===== config.mk =====
export PLATFORM = sky130hd
export DESIGN_NAME = vcarb_regs
export DESIGN_NICKNAME = d
export VERILOG_FILES = /design/src/rtl/vcarb_pkg.sv /design/src/rtl/vcarb_regs.sv
export VERILOG_INCLUDE_DIRS = /design/src /design/src/rtl
export SDC_FILE = /design/constraint.sdc
export NUM_CORES = 1
export LEC_CHECK = 0
export ABC_CLOCK_PERIOD_IN_PS = 1250
export BUFFER_PORTS_ARGS = -buffer_cell sky130_fd_sc_hd__buf_2
export CAP_MARGIN = 40
export CORE_MARGIN = 10
export CORE_UTILIZATION = 42
export DETAILED_ROUTE_END_ITERATION = 10
export PLACE_DENSITY = 0.79
export RECOVER_POWER = 100
export SLEW_MARGIN = 10
export SYNTH_ARGS = -nofsm -noshare
export SYNTH_HDL_FRONTEND = slang
export SYNTH_SLANG_ARGS = --single-unit

===== constraint.sdc =====
create_clock -name clk_i -period 1.25 [get_ports clk_i]
set_input_delay 0.25 -clock clk_i [delete_from_list [all_inputs] [get_ports clk_i]]
set_output_delay 0.25 -clock clk_i [all_outputs]
set_load 0.02 [all_outputs]

===== src/rtl/vcarb_defs.svh =====
// register offsets, field positions and reset values of the channel arbitration registers
// Summary of operation
// channel arbitration table offset, bits 31:24 of capability two, reads zero
// table load bit, control bit 0, always reads zero
// setting the table load bit has no functional effect
// scheme select bits 3:1 read-write, reset zero; software picks advertised schemes
// table coherent status bit 0 is read-only, resets zero
// port arbitration capability bits 7:0 reset to 0x1, bit 0 round robin
// advanced packet switching bit 14 reads zero
// snoop reject bit 15 reads zero
// maximum time slots bits 22:16 read zero
// port arbitration table offset bits 31:24, lock-writable, reset zero
// channel arbitration capability valid only when low priority count above zero
// writes to read-only and reserved fields ignored; reserved bits read zero
// lock-writable fields change only through the privileged path
`ifndef VCARB_DEFS_SVH
`define VCARB_DEFS_SVH

`define VCARB_ADDR_W          12
`define VCARB_OFF_CAP_TWO     12'h208
`define VCARB_OFF_CTRL        12'h20c
`define VCARB_OFF_STAT        12'h20e
`define VCARB_OFF_RES0_CAP    12'h210
`define VCARB_SEL_LSB         1
`define VCARB_SEL_MSB         3
`define VCARB_LOAD_BIT        0
`define VCARB_SEL_RST         3'h0
`define VCARB_PARB_CAP_RST    8'h01
`define VCARB_PATBL_OFF_RST   8'h00
`define VCARB_CAB_TBL_OFF     8'h00
`define VCARB_TSLOT_MSB       22
`define VCARB_TSLOT_LSB       16
`define VCARB_OFF_MSB         31
`define VCARB_OFF_LSB         24
`define VCARB_CAP_TWO_LIVE    32'h000000ff
`define VCARB_CTRL_LIVE       32'h0000000e
`define VCARB_STAT_LIVE       32'h00000000
`define VCARB_RES0_LIVE       32'hff0000ff

`endif


===== src/rtl/vcarb_pkg.sv =====
// types shared by the channel arbitration register bank
package vcarb_pkg;
    typedef logic [2:0] vcarb_sel_t;
    typedef logic [7:0] vcarb_byte_t;
endpackage


===== src/rtl/vcarb_regs.sv =====
// channel arbitration configuration registers of one switch port
//
// Added by the designer: strobed register access.
`timescale 1ns/1ps
`include "vcarb_defs.svh"
module vcarb_regs #(
    parameter int ADDR_W = `VCARB_ADDR_W
) (
    // clock and reset
    input  wire logic                clk_i,
    input  wire logic                arst_n_i,
    // register port
    input  wire logic [ADDR_W-1:0]   addr_i,
    input  wire logic [31:0]         wdata_i,
    input  wire logic                wr_i,
    input  wire logic                rd_i,
    output logic [31:0]              rdata_o,
    // privileged path for lock-writable fields
    input  wire logic                priv_wr_i,
    // fixed capability inputs from the port
    input  wire logic [2:0]          low_prio_extra_chan_count_i,
    input  wire vcarb_pkg::vcarb_byte_t chan_arb_capability_i,
    // steering outputs
    output vcarb_pkg::vcarb_sel_t    chan_arb_scheme_select_o,
    output vcarb_pkg::vcarb_byte_t   port_arb_capability_o
);
    import vcarb_pkg::*;

    // the decoder compares twelve address bits, so a narrower port cannot reach the bank
    if (ADDR_W < 12) begin : g_addr_check
        $error("ADDR_W too narrow for offsets");
    end

    vcarb_sel_t  sel_reg;
    vcarb_byte_t parb_cap_reg;
    vcarb_byte_t patbl_off_reg;
    logic [31:0] rdata_reg;
    logic [31:0] rdata_next;

    function automatic logic is_at(input logic [11:0] a, input logic [11:0] off);
        return (a == off);
    endfunction

    wire logic [11:0] a12      = addr_i[11:0];
    wire logic        hit_ctrl = is_at(a12, `VCARB_OFF_CTRL);
    wire logic        hit_res0 = is_at(a12, `VCARB_OFF_RES0_CAP);
    wire logic        hit_cap2 = is_at(a12, `VCARB_OFF_CAP_TWO);
    wire logic        hit_stat = is_at(a12, `VCARB_OFF_STAT);

    // only the select field is software-writable; load bit stays unstored
    always_ff @(posedge clk_i or negedge arst_n_i) begin
        if (!arst_n_i) begin
            sel_reg <= `VCARB_SEL_RST;
        end else if (wr_i && hit_ctrl) begin
            sel_reg <= wdata_i[`VCARB_SEL_MSB:`VCARB_SEL_LSB];
        end
    end

    // lock-writable fields ignore ordinary writes
    always_ff @(posedge clk_i or negedge arst_n_i) begin
        if (!arst_n_i) begin
            parb_cap_reg  <= `VCARB_PARB_CAP_RST;
            patbl_off_reg <= `VCARB_PATBL_OFF_RST;
        end else if (wr_i && priv_wr_i && hit_res0) begin
            parb_cap_reg  <= wdata_i[7:0];
            patbl_off_reg <= wdata_i[`VCARB_OFF_MSB:`VCARB_OFF_LSB];
        end
    end

    // capability is reported only when a low priority group exists
    function automatic logic [31:0] cap_two_word(input logic [2:0] cnt, input vcarb_byte_t cap);
        logic [31:0] w;
        w = 32'h0;
        if (cnt != 3'h0) begin
            w[7:0] = cap;
        end
        w[`VCARB_OFF_MSB:`VCARB_OFF_LSB] = `VCARB_CAB_TBL_OFF;
        return w;
    endfunction

    // the two 16-bit words share one dword; the status half sits at bits 31:16
    always_comb begin
        rdata_next = 32'h0;
        if (a12 == `VCARB_OFF_CAP_TWO) begin
            rdata_next = cap_two_word(low_prio_extra_chan_count_i, chan_arb_capability_i);
        end else if (hit_ctrl) begin
            rdata_next[`VCARB_SEL_MSB:`VCARB_SEL_LSB] = sel_reg;
            rdata_next[`VCARB_LOAD_BIT] = 1'b0;
            rdata_next[16] = 1'b0;
        end else if (a12 == `VCARB_OFF_STAT) begin
            rdata_next[0] = 1'b0;
        end else if (hit_res0) begin
            rdata_next[7:0] = parb_cap_reg;
            rdata_next[`VCARB_TSLOT_MSB:`VCARB_TSLOT_LSB] = 7'h00;
            rdata_next[`VCARB_OFF_MSB:`VCARB_OFF_LSB] = patbl_off_reg;
        end
    end

    always_ff @(posedge clk_i or negedge arst_n_i) begin
        if (!arst_n_i) begin
            rdata_reg <= 32'h0;
        end else begin
            rdata_reg <= rd_i ? rdata_next : 32'h0;
        end
    end

    assign rdata_o                  = rdata_reg;
    assign chan_arb_scheme_select_o = sel_reg;
    assign port_arb_capability_o    = parb_cap_reg;

    // read slot bookkeeping: the address whose data now stands on rdata_o
    logic        slot_reg;
    logic [11:0] slot_addr_reg;
    logic [31:0] live_mask;
    logic        slot_cap2;
    logic        slot_ctrl;
    logic        slot_stat;
    logic        slot_res0;

    always_ff @(posedge clk_i or negedge arst_n_i) begin
        if (!arst_n_i) begin
            slot_reg      <= 1'b0;
            slot_addr_reg <= 12'h000;
        end else begin
            slot_reg      <= rd_i;
            slot_addr_reg <= a12;
        end
    end

    // bits that may be nonzero in a read of each word; everything else must read zero
    function automatic logic [31:0] live_bits(input logic [11:0] a);
        logic [31:0] m;
        m = 32'h0;
        if (is_at(a, `VCARB_OFF_CAP_TWO)) begin
            m = `VCARB_CAP_TWO_LIVE;
        end else if (is_at(a, `VCARB_OFF_CTRL)) begin
            m = `VCARB_CTRL_LIVE;
        end else if (is_at(a, `VCARB_OFF_STAT)) begin
            m = `VCARB_STAT_LIVE;
        end else if (is_at(a, `VCARB_OFF_RES0_CAP)) begin
            m = `VCARB_RES0_LIVE;
        end
        return m;
    endfunction

    assign live_mask = live_bits(slot_addr_reg);
    assign slot_cap2 = slot_reg && is_at(slot_addr_reg, `VCARB_OFF_CAP_TWO);
    assign slot_ctrl = slot_reg && is_at(slot_addr_reg, `VCARB_OFF_CTRL);
    assign slot_stat = slot_reg && is_at(slot_addr_reg, `VCARB_OFF_STAT);
    assign slot_res0 = slot_reg && is_at(slot_addr_reg, `VCARB_OFF_RES0_CAP);

    // one check per data bit, so a stray bit names itself in the failure
    for (genvar i = 0; i < 32; i++) begin : g_resv_bit
        a_resv_bit: assert property (@(posedge clk_i) disable iff (!arst_n_i)
            slot_reg && !live_mask[i] |-> !rdata_o[i]) else $error("reserved bit reads one");
    end

    a_sel_write: assert property (
        @(posedge clk_i) disable iff (!arst_n_i)
        wr_i && hit_ctrl
        |=> sel_reg == $past(wdata_i[3:1])
    ) else $error("select not written");

    a_load_zero: assert property (
        @(posedge clk_i) disable iff (!arst_n_i)
        $past(rd_i) && $past(hit_ctrl)
        |-> rdata_o[0] == 1'b0
    ) else $error("load bit read nonzero");

    a_res0_fixed: assert property (
        @(posedge clk_i) disable iff (!arst_n_i)
        $past(rd_i) && $past(hit_res0)
        |-> rdata_o[23:8] == 16'h0
    ) else $error("res0 fixed bits nonzero");

    a_lock_hold: assert property (
        @(posedge clk_i) disable iff (!arst_n_i)
        wr_i && !priv_wr_i
        |=> $stable(patbl_off_reg) && $stable(parb_cap_reg)
    ) else $error("lock field moved");

    a_tbl_off_zero: assert property (
        @(posedge clk_i) disable iff (!arst_n_i)
        $past(rd_i) && $past(hit_cap2)
        |-> rdata_o[31:8] == 24'h0
    ) else $error("table offset nonzero");

    a_stat_zero: assert property (
        @(posedge clk_i) disable iff (!arst_n_i)
        $past(rd_i) && $past(hit_stat)
        |-> rdata_o == 32'h0
    ) else $error("status nonzero");

    a_cap_gate: assert property (
        @(posedge clk_i) disable iff (!arst_n_i)
        $past(rd_i) && $past(hit_cap2)
        && $past(low_prio_extra_chan_count_i) == 3'h0
        |-> rdata_o[7:0] == 8'h0
    ) else $error("capability shown without group");

    a_idle_zero: assert property (
        @(posedge clk_i) disable iff (!arst_n_i)
        !$past(rd_i)
        |-> rdata_o == 32'h0
    ) else $error("read data outside read slot");

    a_ctrl_sel_rd: assert property (
        @(posedge clk_i) disable iff (!arst_n_i)
        slot_ctrl
        |-> rdata_o[3:1] == sel_reg
    ) else $error("select reads wrong");

    a_ctrl_load_rd: assert property (
        @(posedge clk_i) disable iff (!arst_n_i)
        slot_ctrl
        |-> !rdata_o[0]
    ) else $error("load bit reads one");

    a_ctrl_upper_zero: assert property (
        @(posedge clk_i) disable iff (!arst_n_i)
        slot_ctrl
        |-> rdata_o[31:16] == 16'h0
    ) else $error("status half nonzero");

    a_ctrl_resv: assert property (
        @(posedge clk_i) disable iff (!arst_n_i)
        slot_ctrl
        |-> rdata_o[15:4] == 12'h000
    ) else $error("control reserved bits set");

    a_stat_rd_zero: assert property (
        @(posedge clk_i) disable iff (!arst_n_i)
        slot_stat
        |-> !rdata_o[0]
    ) else $error("coherent bit reads one");

    a_stat_resv: assert property (
        @(posedge clk_i) disable iff (!arst_n_i)
        slot_stat
        |-> rdata_o[15:1] == 15'h0000
    ) else $error("status reserved bits set");

    a_res0_cap_rd: assert property (
        @(posedge clk_i) disable iff (!arst_n_i)
        slot_res0
        |-> rdata_o[7:0] == parb_cap_reg
    ) else $error("port capability reads wrong");

    a_res0_off_rd: assert property (
        @(posedge clk_i) disable iff (!arst_n_i)
        slot_res0
        |-> rdata_o[31:24] == patbl_off_reg
    ) else $error("port table offset reads wrong");

    a_res0_adv_pkt: assert property (
        @(posedge clk_i) disable iff (!arst_n_i)
        slot_res0
        |-> !rdata_o[14]
    ) else $error("advanced switching bit set");

    a_res0_snoop: assert property (
        @(posedge clk_i) disable iff (!arst_n_i)
        slot_res0
        |-> !rdata_o[15]
    ) else $error("snoop reject bit set");

    a_res0_slots: assert property (
        @(posedge clk_i) disable iff (!arst_n_i)
        slot_res0
        |-> rdata_o[22:16] == 7'h00
    ) else $error("time slots nonzero");

    a_res0_resv: assert property (
        @(posedge clk_i) disable iff (!arst_n_i)
        slot_res0
        |-> rdata_o[13:8] == 6'h00 && !rdata_o[23]
    ) else $error("res0 reserved bits set");

    a_cap_shown: assert property (
        @(posedge clk_i) disable iff (!arst_n_i)
        slot_cap2 && $past(low_prio_extra_chan_count_i) != 3'h0
        |-> rdata_o[7:0] == $past(chan_arb_capability_i)
    ) else $error("capability not shown");

    a_cap_off_zero: assert property (
        @(posedge clk_i) disable iff (!arst_n_i)
        slot_cap2
        |-> rdata_o[31:24] == 8'h00
    ) else $error("channel table offset nonzero");

    a_cap2_resv: assert property (
        @(posedge clk_i) disable iff (!arst_n_i)
        slot_cap2
        |-> rdata_o[23:8] == 16'h0
    ) else $error("capability two reserved bits set");

    a_unmapped_zero: assert property (
        @(posedge clk_i) disable iff (!arst_n_i)
        slot_reg && !slot_cap2 && !slot_ctrl && !slot_stat && !slot_res0
        |-> rdata_o == 32'h0
    ) else $error("unmapped read nonzero");

    a_sel_hold: assert property (
        @(posedge clk_i) disable iff (!arst_n_i)
        !(wr_i && hit_ctrl)
        |=> $stable(sel_reg)
    ) else $error("select moved without write");

    a_load_no_effect: assert property (
        @(posedge clk_i) disable iff (!arst_n_i)
        wr_i && hit_ctrl && wdata_i[`VCARB_LOAD_BIT]
        |=> $stable(parb_cap_reg) && $stable(patbl_off_reg)
    ) else $error("load bit had an effect");

    a_priv_cap: assert property (
        @(posedge clk_i) disable iff (!arst_n_i)
        wr_i && priv_wr_i && hit_res0
        |=> parb_cap_reg == $past(wdata_i[7:0])
    ) else $error("privileged capability not written");

    a_priv_off: assert property (
        @(posedge clk_i) disable iff (!arst_n_i)
        wr_i && priv_wr_i && hit_res0
        |=> patbl_off_reg == $past(wdata_i[31:24])
    ) else $error("privileged offset not written");

    a_lock_other: assert property (
        @(posedge clk_i) disable iff (!arst_n_i)
        !(wr_i && priv_wr_i && hit_res0)
        |=> $stable(parb_cap_reg) && $stable(patbl_off_reg)
    ) else $error("lock field moved off the privileged path");

    a_priv_no_sel: assert property (
        @(posedge clk_i) disable iff (!arst_n_i)
        wr_i && hit_res0
        |=> $stable(sel_reg)
    ) else $error("res0 write moved select");

    a_stat_wr_ignored: assert property (
        @(posedge clk_i) disable iff (!arst_n_i)
        wr_i && hit_stat
        |=> $stable(sel_reg) && $stable(parb_cap_reg) && $stable(patbl_off_reg)
    ) else $error("status write had an effect");

    a_cap2_wr_ignored: assert property (
        @(posedge clk_i) disable iff (!arst_n_i)
        wr_i && hit_cap2
        |=> $stable(sel_reg) && $stable(parb_cap_reg) && $stable(patbl_off_reg)
    ) else $error("capability two write had an effect");
endmodule


## Word level (Yosys, flattened, before mapping)

Index checks and enable logic that the tools add are counted.
W data, S select, Z words.

- Reduce and logical (&&, ||, !) cells: 4
- Div/mod/pow operators: 0
- Order comparisons: 0
- Multiply operators: 0
- Bitwise logic cells: 0
- $add $sub $neg: 0
- Multiplexer cells: 12
- Equal/unequal tests: 4
- Shift operators: 0

Operator list:

| operator | count |
|---|---|
| $mux W8 | 7 |
| $eq A12 B10 Y1 const B | 4 |
| $mux W32 | 1 |
| $mux W4 | 2 |
| $mux W7 | 1 |
| $logic_and A1 B1 Y1 | 3 |
| $reduce_bool A3 Y1 | 1 |
| $mux W1 | 1 |

- Bits in read-only memories: 0
- Register bits: 51
- Memories: 0
- Latch bits: 0
- Output and inout port bits: 43
- Input bits: 60
- RAM bits: 0
- Logic and storage cells: 24

## Logic depth before layout (Yosys ltp)

Gate-level depths: netlist of the first run.

- Word-level depth: 6
- Gate-level depth with buffers: 7
- Mapped depth without buffers: 4

## Least setup slack after synthesis of the first run

OpenSTA, ideal clock, no wires.

- Path kind: input -> register
- From: input port addr_i[8]
- To: register patbl_off_reg[6]
- Data arrival time: 1909 ps
- Path slack: -784 ps
- Setup time: 125 ps
- Required time: 1125 ps
- Stages: 7
- Cells stage by stage: or4b_1 > buf_6 > nor4_4 > and3_1 > buf_6 > buf_12 > mux2_4

- Cells in the longest elaborated chain, start to end: 2

Ends and longest elaborated chain:

| item | line | RTL |
|---|---|---|
| start, declared | vcarb_regs.sv:13 | `input wire logic [ADDR_W-1:0] addr_i,` |
| $eq A12 B10 Y1 | vcarb_regs.sv:41 | `return (a == off);` |
| $logic_and A1 B1 Y1 | vcarb_regs.sv:64 | `end else if (wr_i && priv_wr_i && hit_res0) begin` |
| end signal, assigned | vcarb_regs.sv:63 | `` patbl_off_reg <= `VCARB_PATBL_OFF_RST; `` |
| end signal, assigned | vcarb_regs.sv:66 | `` patbl_off_reg <= wdata_i[`VCARB_OFF_MSB:`VCARB_OFF_LSB]; `` |
| end, declared | vcarb_regs.sv:36 | `vcarb_byte_t patbl_off_reg;` |

Every way passes these cells.
A chain may end at the register's enable or synchronous reset.

## Worst setup path in the final report of the first run

- From: input port addr_i[1]
- To: register parb_cap_reg[5], in the netlist port_arb_capability_o[5]

- Cells in the longest elaborated chain, start to end: 2

Ends and longest elaborated chain:

| item | line | RTL |
|---|---|---|
| $eq A12 B10 Y1 | vcarb_regs.sv:41 |  |
| $logic_and A1 B1 Y1 | vcarb_regs.sv:64 |  |
| end signal, assigned | vcarb_regs.sv:62 | `` parb_cap_reg <= `VCARB_PARB_CAP_RST; `` |
| end signal, assigned | vcarb_regs.sv:65 | `parb_cap_reg <= wdata_i[7:0];` |
| end, declared | vcarb_regs.sv:35 | `vcarb_byte_t parb_cap_reg;` |

Every way passes these cells.

==> implementation parameters, run 1 <==
Parameter                              Value

Outcome
  Result of the run    complete, but fails checks
  Violations in the final reports    setup timing

Yosys
  Post-synth cell types    32
  Total of warnings raised by yosys    0
  Flip-flop and latch count after synthesis    35
  Average cell area after synthesis    13.5 µm²
  Syn Inst Count    121
  Area contributors post-synth    dfrtp_1 52%, mux2_4 9.2%, buf_4 7.4%, mux2_2 6.2%, and2_1 3.1%
  Area of the mapped netlist    0.00163 mm²
  Sequential area share after synthesis    53.9%
  Share of the synthesized area in the top cell type    52.3%
  Yosys top cell by area    dfrtp_1

Critical path
  Arr. time, crit path    1.85 ns
  Type of the worst setup path    input pin to register
  Setup slack, reg-to-reg    0.13 ns
  Cell with the largest stage delay on the worst path    or4b_4
  Critical Path Source Type    input pin
  Data required time of the worst path    1.43 ns
  Crit path capture type    register
  Cell breakdown of the critical path    buf_6, or4b_4, nor4_4, and3_4, buf_12, mux2_4
  Maximum single-stage delay on the critical path    0.55 ns
  CP bufs+invs    2
  Category of cells accounting for the largest share of critical-path delay    simple AND/OR/NAND/NOR gates
  CP max FO    8

Power and ir drop
  Power density relative to cell area    1010 mW/mm²
  Switching power of the nets    555 µW
  Cell internal pwr    1.82 mW
  Reg power frac    47.7%
  Worst vdd rail ir drop    405 µV
  Static Leakage    1.19 nW
  Portion of total power attributed to combinational logic    9.5%
  Net switching share of the total power    23.3%
  Clock share of power    42.8%

Global route
  Aggregate global-route resource usage    13.7%
  Via count of the first global-routing pass    1437
  Wire length of the first global-routing pass    6980 µm
  Initial antenna violation count    0
  Global route overflow    0
  Pin count of the biggest net entering global routing    18

Routing
  Routed length per instance    18.5 µm
  # DRC    0
  DRT iter0 DRCs    68
  Number of detailed-route iterations in the first pass    4
  Wirelength, routed    4890 µm
  DR vias    1289
  Average via count per standard cell    4.86
  Number of nets with antenna violations after detailed routing    0

Clock network
  Later-pin clock latency in the skew report    0.29 ns
  Number of buffers created by CTS    5
  Buffer type at the clock tree root    clkbuf_8
  Clock transition at the registers of the reported paths    0.07 ns
  H-tree depth    2
  CTS tree    yes
  Sink Count    35
  Number of buffers on the longest clock path    2

Place
  RD Place Congestion    0.893
  Post-detailed-placement half-perimeter wirelength    3480 µm
  Port bufs    70
  Worst-case setup slack after placement    -0.837 ns

STA
  Setup Skew    0.00498 ns
  Final number of max-transition violations    0
  Period Utilization, post-route    134%
  Max-slew headroom    60.0%
  Count of final hold-check violations    0
  Worst Tran Pin Value    0.601 ns
  Min Clock Period, post-route    1.67 ns
  Maximum clock frequency    599 MHz
  Final setup violating endpoints    35
  Worst setup margin    -0.419 ns
  Setup repair after global routing missed its margin    true
  Sum of negative setup slack    -12.65 ns

Final layout
  Fraction of layout instances using a drive strength above 1    53.9%
  Most used cells in the layout excluding fill and tap cells    39 x buf_2, 34 x dfrtp_1, 20 x clkbuf_1
  Fill cell total of the finished layout    283
  Final core utilization    63.4%
  Number of nets in the finished design    276
  Syn-to-layout area delta    44.7%
  Most common library cell in the layout ignoring fill and taps    buf_2
  Count of antenna diodes in the layout    0
  Area used by multi-input combinational logic    732 µm²
  Sequential cell area in the final layout    877 µm²
  Largest register FFs    16

Floorplanning
  Area of the core    0.00372 mm²
  Vertical die dimension    82.3 µm
  Num ports    103
  Width of the die    82.3 µm
  Initial Util    43.8%
  Placement Rows    22
  Full die area    0.00677 mm²

Min path
  Type of the worst min-delay path    input pin to register

Flow run
  Max Cap Violations    0
## worst register-to-register path, stage by stage, from the launching register on
cell and delay (ns):
dfrtp_1 0.38, inv_1 0.05, a211o_1 0.31, a211oi_1 0.28
## power groups by stage
stage               combinational (mW)  clock (mW)  sequential (mW)
floorplan                        0.104           0             1.16
global placement                 0.194           0             1.16
detailed placement               0.197           0             1.16
CTS                              0.219        1.04             1.13
global route                     0.246        1.09             1.13
finish                           0.226        1.02             1.13
## cells by family (layout without fill, tap and decap cells)
| kind of cell | Yosys count | in the layout | share of synthesized area [%] |
|---|---|---|---|
| flip-flops | 35 | 35 | 53.9 |
| AND/OR/NAND/NOR | 32 | 32 | 13.9 |
| buffers and inverters | 22 | 103 | 10.7 |
| multiplexers | 19 | 19 | 15.4 |
| AO/OA/AOI/OAI | 12 | 12 | 5.84 |
| other | 1 | 16 | 0.230 |
## layer usage
metal,global-route usage [%],share of wire [%],up-vias
met3,4.75,9.9,15
met2,22.9,50,65
met1,14.3,37,621
met5,0,0,-
li1,-,-,588
met4,8.67,3.5,0
## repair_timing
| item | 4_1_cts | 5_1_grt |
|---|---|---|
| gates resized for setup | 33 | 8 |
| pin swaps | 18 | 9 |
| endpoints found under the setup margin | 36 | 36 |
| endpoints found under the hold margin | 9 | 0 |
| buffers inserted | 1 | 3 |
| hold buffers | 1 | 0 |
## path summary, 6_finish.rpt
path                       cells past startpoint                       end                         from
min                                            2                rdata_o[7]     chan_arb_capability_i[7]
max in group asynchronous                      3                rdata_o[4]                     arst_n_i
min in group asynchronous                      2               rdata_o[25]                     arst_n_i
max reg2reg                                    3                rdata_o[3]  chan_arb_scheme_select_o[2]
min reg2reg                                    1               rdata_o[24]             patbl_off_reg[0]
max                                            6  port_arb_capability_o[5]                    addr_i[1]
## Yosys cell counts, drive strengths merged
| cell | number |
|---|---|
| a211o | 1 |
| a211oi | 1 |
| a21oi | 3 |
| a22o | 5 |
| and2 | 8 |
| and3 | 1 |
| and4 | 1 |
| and4b | 1 |
| buf | 19 |
| clkbuf | 1 |
| conb | 1 |
| dfrtp | 34 |
| dfstp | 1 |
| inv | 2 |
| mux2 | 19 |
| nand2 | 3 |
| nand4b | 2 |
| nor2b | 3 |
| nor3 | 4 |
| nor3b | 1 |
| nor4 | 2 |
| o32a | 2 |
| or2 | 1 |
| or3 | 1 |
| or3b | 1 |
| or4 | 1 |
| or4b | 2 |
## stage by stage
step | instance area, µm² | total power, mW | hold WS [ns] | std cells
floorplan | 1690 | 1.26 | -0.0456 | 136
global placement | 2080 | 1.35 | 0.142 | 252
detailed placement | 2080 | 1.35 | 0.144 | 252
CTS | 2350 | 2.39 | 0.168 | 262
global route | 2360 | 2.47 | 0.166 | 265
finish | 2360 | 2.38 | 0.175 | 265
## layout make-up
type / instances / area share (%)
Sequential cell: 35 / 37.2
Multi-Input combinational cell: 79 / 31.1
Timing Repair Buffer: 93 / 24.1
Clock buffer: 5 / 2.92
Tap cell: 48 / 2.55
Clock inverter: 3 / 1.86
Inverter: 2 / 0.319
(Power assumes the default switching activity.)
==> run 2, diff against run 1 <==
Settings changed: PLACE_DENSITY 0.79 to 0.84.
==> implementation parameters, run 2 (synthesis gave the netlist of run 1 again) <==
Parameter                              Value

Clock network
  Buffer type at the clock tree root    clkbuf_8
  CTS tree    yes
  Number of buffers created by CTS    5 (unchanged)
  Number of buffers on the longest clock path    2 (unchanged)
  Later-pin clock latency in the skew report    0.29 ns (about the same)
  Sink Count    35 (unchanged)
  H-tree depth    2 (unchanged)
  Clock transition at the registers of the reported paths    0.07 ns (about the same)

Routing
  Highest metal layer with signal wires    met4
  # DRC    0 (unchanged)
  Wirelength, routed    4620 µm (-5.6%)
  Number of detailed-route iterations in the first pass    4 (unchanged)
  DR vias    1274 (-1.2%)
  Number of nets with antenna violations after detailed routing    0 (unchanged)
  Met2 routed wirelength    2350 µm (-3.4%)
  DRT iter0 DRCs    36 (-47%)
  Routed length per instance    17.5 µm (-5.2%)
  Met1 wire length    1650 µm (-8.5%)
  Length of routed met3 wiring    529 µm (+8.8%)
  Average via count per standard cell    4.83 (-0.79%)

Outcome
  Result of the run    complete, but fails checks
  Violations in the final reports    setup timing

Critical path
  Worst R2R Path Depth    3 (unchanged)
  Type of the worst setup path    input pin to register
  Critical Path Source Type    input pin
  Arr. time, crit path    1.89 ns (+0.04 ns)
  CP max FO    7 (-1)
  Setup slack, reg-to-reg    0.13 ns (about the same)
  Data required time of the worst path    1.42 ns (about the same)
  Crit path from    addr_i[8]
  Worst flop-to-flop path startpoint    chan_arb_scheme_select_o[2]
  Destination of the worst register-to-register timing path    rdata_o[3]
  Crit path capture type    register

Final layout
  Final core utilization    62.5% (-0.88 points)
  Design Area, Final    0.00232 mm² (-1.4%)
  Count of antenna diodes in the layout    0 (unchanged)
  Fill cell total of the finished layout    302 (+6.7%)
  Area used by multi-input combinational logic    744 µm² (+1.7%)
  Syn-to-layout area delta    42.7%
  Most used cells in the layout excluding fill and tap cells    39 x buf_2, 34 x dfrtp_1, 19 x mux2_4
  Number of nets in the finished design    275 (-0.36%)
  Sequential cell area in the final layout    877 µm² (unchanged)
  Fraction of layout instances using a drive strength above 1    56.5% (+2.6 points)
  Largest register FFs    16 (unchanged)
  Most common library cell in the layout ignoring fill and taps    buf_2

Global route
  Via count of the first global-routing pass    1420 (-1.2%)
  Wire length of the first global-routing pass    7160 µm (+2.7%)
  Aggregate global-route resource usage    13.9% (+0.25 points)
  Pin count of the biggest net entering global routing    19 (+1)
  Global route overflow    0 (unchanged)
  Initial antenna violation count    0 (unchanged)

Min path
  Count of cells along the worst hold path    2 (unchanged)
  Worst-case hold path end point    rdata_o[4]
  Startpoint of the most critical hold path    chan_arb_capability_i[4]
  Type of the worst min-delay path    input pin to register

STA
  Count of final hold-check violations    0 (unchanged)
  Maximum clock frequency    584 MHz (-2.5%)
  Setup repair after global routing missed its margin    true
  Final number of max-transition violations    0 (unchanged)
  Worst setup margin    -0.462 ns (-0.0431 ns)
  Min Clock Period, post-route    1.71 ns (+0.0431 ns)
  Worst hold slack across all endpoints    0.176 ns (+0.00119 ns)
  Final setup violating endpoints    35 (unchanged)
  Setup Skew    0.00284 ns (-0.00214 ns)
  Period Utilization, post-route    137% (+3.4 points)

Place
  Cell area reported after detailed placement    0.00208 mm² (-0.12%)
  RD Place Congestion    0.802 (-10%)
  Port bufs    70 (unchanged)
  Post-detailed-placement half-perimeter wirelength    3400 µm (-2.2%)

Floorplanning
  Width of the die    82.3 µm (unchanged)
  Num ports    103 (unchanged)
  Area of the core    0.00372 mm² (unchanged)
  Vertical die dimension    82.3 µm (unchanged)
  Initial Util    43.8% (unchanged)
  Placement Rows    22 (unchanged)
  Full die area    0.00677 mm² (unchanged)

Power and ir drop
  Power density relative to cell area    922 mW/mm² (-8.7%)
  Static Leakage    1.18 nW (-0.57%)
  Power after layout    2.14 mW (-10%)
  Worst vdd rail ir drop    358 µV (-12%)

Flow run
  Max Cap Violations    0 (unchanged)
-- run 2: cell types whose count changed in the layout (fill, tap and decap cells not counted), sizes merged --
cell / change
bufinv: -1
clkinv: -1
clkinvlp: +1
-- run 2: per-stage QoR --
stage               worst slack, ns  setup TNS (ns)  std cells
floorplan                    -0.766          -20.20        136
global placement             -0.809          -27.05        250
detailed placement           -0.852          -27.98        250
CTS                          -0.426          -13.47        264
global route                 -0.490          -14.48        264
finish                       -0.462          -13.09        264
-- run 2: worst max path at each step --
stage	endpoint	slack, ns	depth (start not counted)
after global placement	rdata_o[3]	-0.81	6
after floorplan	patbl_off_reg[6]	-0.77	7
after global routing	port_arb_capability_o[5]	-0.49	6
final	port_arb_capability_o[5]	-0.46	6
after CTS	patbl_off_reg[2]	-0.43	6
after detailed placement	patbl_off_reg[6]	-0.85	6
-- run 2: cell type report --
cell class / count / share of cell area (%)
inverter: 2 / 0.323
multi-input combinational: 79 / 32.0
clock buffer: 6 / 3.12
timing repair buffer: 92 / 23.6
clock inverter: 2 / 0.539
sequential: 35 / 37.7
tap: 48 / 2.58
-- run 2: layer usage --
metal	up-vias	track usage (%)
met2	58	24.7
met3	9	5.62
li1	585	-
met4	0	5.61
met1	622	14.3
met5	-	0
-- run 2: worst max-delay path, cell delays in order --
cell	delay [ns]
buf_6	0.09
or4b_4	0.55
nor4_4	0.27
and3_4	0.27
buf_8	0.14
mux2_4	0.31
-- run 2: what timing repair did --
| item | 4_1_cts | 5_1_grt |
|---|---|---|
| gates cloned | 1 | 0 |
| buffers inserted | 4 | 2 |
| pin swaps | 17 | 12 |
| hold buffers | 1 | 0 |
| endpoints found under the hold margin | 6 | 0 |
| setup endpoints to repair | 36 | 36 |
| gates resized for setup | 38 | 6 |
-- run 2: power by group --
part           internal [mW]  leakage (nW)  switching [mW]  total (mW)
sequential              1.13         0.486         0.00136        1.14
combinational         0.0918         0.655           0.122       0.213
clock                  0.389        0.0412           0.404       0.793
total                   1.61          1.18           0.527        2.14
==> run 3, diff against run 2 <==
Settings changed: ABC_AREA set to 1, CORE_UTILIZATION 42 to 45, GPL_ROUTABILITY_DRIVEN set to 0, PLACE_DENSITY 0.84 to 0.85.
==> implementation parameters, run 3 <==
Parameter                              Value

Critical path
  Data required time of the worst path    1.00 ns (-0.42 ns)
  Maximum single-stage delay on the critical path    0.53 ns (-0.02 ns)
  Cell with the largest stage delay on the worst path    dfstp_2
  Critical Path Source Type    register
  CP bufs+invs    1 (-1)
  Category of cells accounting for the largest share of critical-path delay    flip-flops
  Cell breakdown of the critical path    buf_4
  Crit path capture type    output pin
  Arr. time, crit path    0.95 ns (-0.94 ns)
  Type of the worst setup path    register to output pin
  CP max FO    2 (-5)

Final layout
  Final standard cell count with taps included and fillers excluded    346 (+31%)
  Final core utilization    58.6% (-3.9 points)
  Count of antenna diodes in the layout    0 (unchanged)
  Syn-to-layout area delta    24.2%
  Number of nets in the finished design    355 (+29%)
  Fraction of layout instances using a drive strength above 1    38.9% (-18 points)
  Most used cells in the layout excluding fill and tap cells    41 x buf_2, 34 x dfrtp_1, 33 x inv_1
  Most common library cell in the layout ignoring fill and taps    buf_2
  Fill cell total of the finished layout    356 (+18%)
  Largest register FFs    16 (unchanged)

Routing
  Number of detailed-route iterations in the first pass    4 (unchanged)
  Wirelength, routed    4520 µm (-2.1%)
  # DRC    0 (unchanged)
  DR vias    1556 (+22%)
  Average via count per standard cell    4.50 (-6.8%)
  DRT iter0 DRCs    79 (+120%)
  Routed length per instance    13.1 µm (-25%)
  Number of nets with antenna violations after detailed routing    0 (unchanged)

Yosys
  Total of warnings raised by yosys    0 (unchanged)
  Number of synthesized flops with an enable pin    0 (unchanged)
  Share of the synthesized area in the top cell type    44.4% (-7.9 points)
  Average cell area after synthesis    9.08 µm² (-33%)
  Syn Inst Count    211 (+74%)
  Most repeated cell in the gate-level netlist after synthesis    dfrtp_1
  Async set or reset register ratio after synthesis    100% (unchanged)
  Top flip-flop cell by instance count after synthesis    dfrtp_1
  Flip-flop and latch count after synthesis    35 (unchanged)
  Post-synth cell types    26 (-19%)
  Yosys top cell by area    dfrtp_1
  Area contributors post-synth    dfrtp_1 44%, o21ai_2 7.3%, nand2_2 6.5%, inv_1 6.5%, buf_4 6.3%
  Commonest cells in the netlist    34 x dfrtp_1, 33 x inv_1, 22 x nor2_1
  Sequential area share after synthesis    45.8% (-8.1 points)
  Area of the mapped netlist    0.00192 mm² (+18%)

STA
  Maximum clock frequency    834 MHz (+43%)
  Min Clock Period, post-route    1.20 ns (-0.514 ns)
  Worst hold slack across all endpoints    0.179 ns (+0.00290 ns)
  Count of final hold-check violations    0 (unchanged)
  Final setup violating endpoints    0 (-100%)
  Final number of max-transition violations    0 (unchanged)
  Setup repair after global routing missed its margin    false
  Setup Skew    0.00444 ns (+0.00159 ns)
  Period Utilization, post-route    95.9% (-41 points)

Floorplanning
  Placement Rows    23 (+4.5%)
  Area of the core    0.00406 mm² (+9.2%)
  Vertical die dimension    85.2 µm (+3.6%)
  Initial Util    47.2% (+3.4 points)
  Full die area    0.00727 mm² (+7.4%)
  Width of the die    85.2 µm (+3.6%)
  Num ports    103 (unchanged)

Global route
  Via count of the first global-routing pass    1638 (+15%)
  Busiest layer in global routing    met2
  Global route overflow    0 (unchanged)
  Aggregate global-route resource usage    12.9% (-1.0 points)
  Wire length of the first global-routing pass    7740 µm (+8.1%)
  Initial antenna violation count    0 (unchanged)
  Pin count of the biggest net entering global routing    22 (+3)
  Met3 Resource Use GR    5.64% (+0.025 points)
  Grt met2 use    21.8% (-2.9 points)
  M1 GR Usage    14.1% (-0.15 points)

Clock network
  Sink Count    35 (unchanged)
  Later-pin clock latency in the skew report    0.28 ns (about the same)
  Buffer type at the clock tree root    clkbuf_8
  Number of buffers on the longest clock path    2 (unchanged)
  H-tree depth    2 (unchanged)
  Clock transition at the registers of the reported paths    0.07 ns (about the same)
  Number of buffers created by CTS    5 (unchanged)
  CTS tree    yes

Place
  Port bufs    70 (unchanged)
  Number of placed instances with taps included    336 (+34%)
  Post-detailed-placement half-perimeter wirelength    3720 µm (+9.5%)

Flow run
  Max Cap Violations    0 (unchanged)

Power and ir drop
  Power density relative to cell area    931 mW/mm² (+0.99%)
  Power after layout    2.21 mW (+3.4%)
  Static Leakage    1.28 nW (+8.2%)
  Worst vdd rail ir drop    415 µV (+16%)

Min path
  Type of the worst min-delay path    input pin to register

Outcome
  Result of the run    finished, final reports clean
run 3: path summary, 6_finish.rpt:
kind / start / slack [ns] / cells past startpoint / endpoint
worst min register to register: patbl_off_reg[1] / 0.48 / 2 / patbl_off_reg[1]
worst min-delay path: wdata_i[0] / 0.18 / 3 / port_arb_capability_o[0]
min in group asynchronous: arst_n_i / 0.41 / 2 / port_arb_capability_o[7]
worst max-delay path: port_arb_capability_o[0] / 0.05 / 1 / port_arb_capability_o[0]
worst max register to register: port_arb_capability_o[0] / 0.30 / 3 / rdata_o[0]
max in group asynchronous: arst_n_i / 0.19 / 3 / chan_arb_scheme_select_o[2]
run 3: layer usage:
layer  share of wire [%]  vias up
li1                    -      790
met1                  39      708
met2                  50       53
met3                 9.4        5
met4                 1.3        0
met5                   0        -
run 3: cell type report:
| cell class | instances | area [µm²] | share of cell area (%) |
|---|---|---|---|
| inverter | 35 | 131 | 5.52 |
| tap | 50 | 62.6 | 2.63 |
| clock inverter | 1 | 5.00 | 0.210 |
| clock buffer | 7 | 86.3 | 3.63 |
| sequential | 35 | 877 | 36.9 |
| timing repair buffer | 83 | 440 | 18.5 |
| multi-input combinational | 135 | 776 | 32.6 |
run 3: worst reg2reg max path: stages (launching register included):
cell and delay (ns):
dfstp_2 0.53, buf_4 0.11, nand3_1 0.06, a21oi_1 0.16
run 3: what timing repair did:
action,CTS,global route
resized for setup,1,0
setup endpoints to repair,1,1
hold buffers,1,0
buffers inserted,0,1
hold endpoints to repair,13,0
pin swaps,0,0
run 3: metrics by stage:
step | setup TNS [ns] | cell area [µm²] | setup WS (ns)
CTS | 0 | 2440 | 0.00995
global placement | -2.27 | 2330 | -0.0896
global route | 0 | 2380 | 0.0149
detailed placement | -3.12 | 2330 | -0.114
finish | 0 | 2380 | 0.0515
floorplan | 0 | 1970 | 0.0818
run 3: kinds of logic after synthesis:
logic type | after synthesis | synth area share [%]
AND/OR/NAND/NOR | 87 | 25.3
buffers and inverters | 56 | 15.7
AO/OA/AOI/OAI | 32 | 12.9
flip-flops | 35 | 45.8
other | 1 | 0.196
run 3: where the power goes:
part,internal [mW],switching [mW],total (mW)
Sequential,1.13,0.00124,1.14
Clock,0.444,0.394,0.838
Combinational,0.0886,0.152,0.240
Total,1.67,0.547,2.21
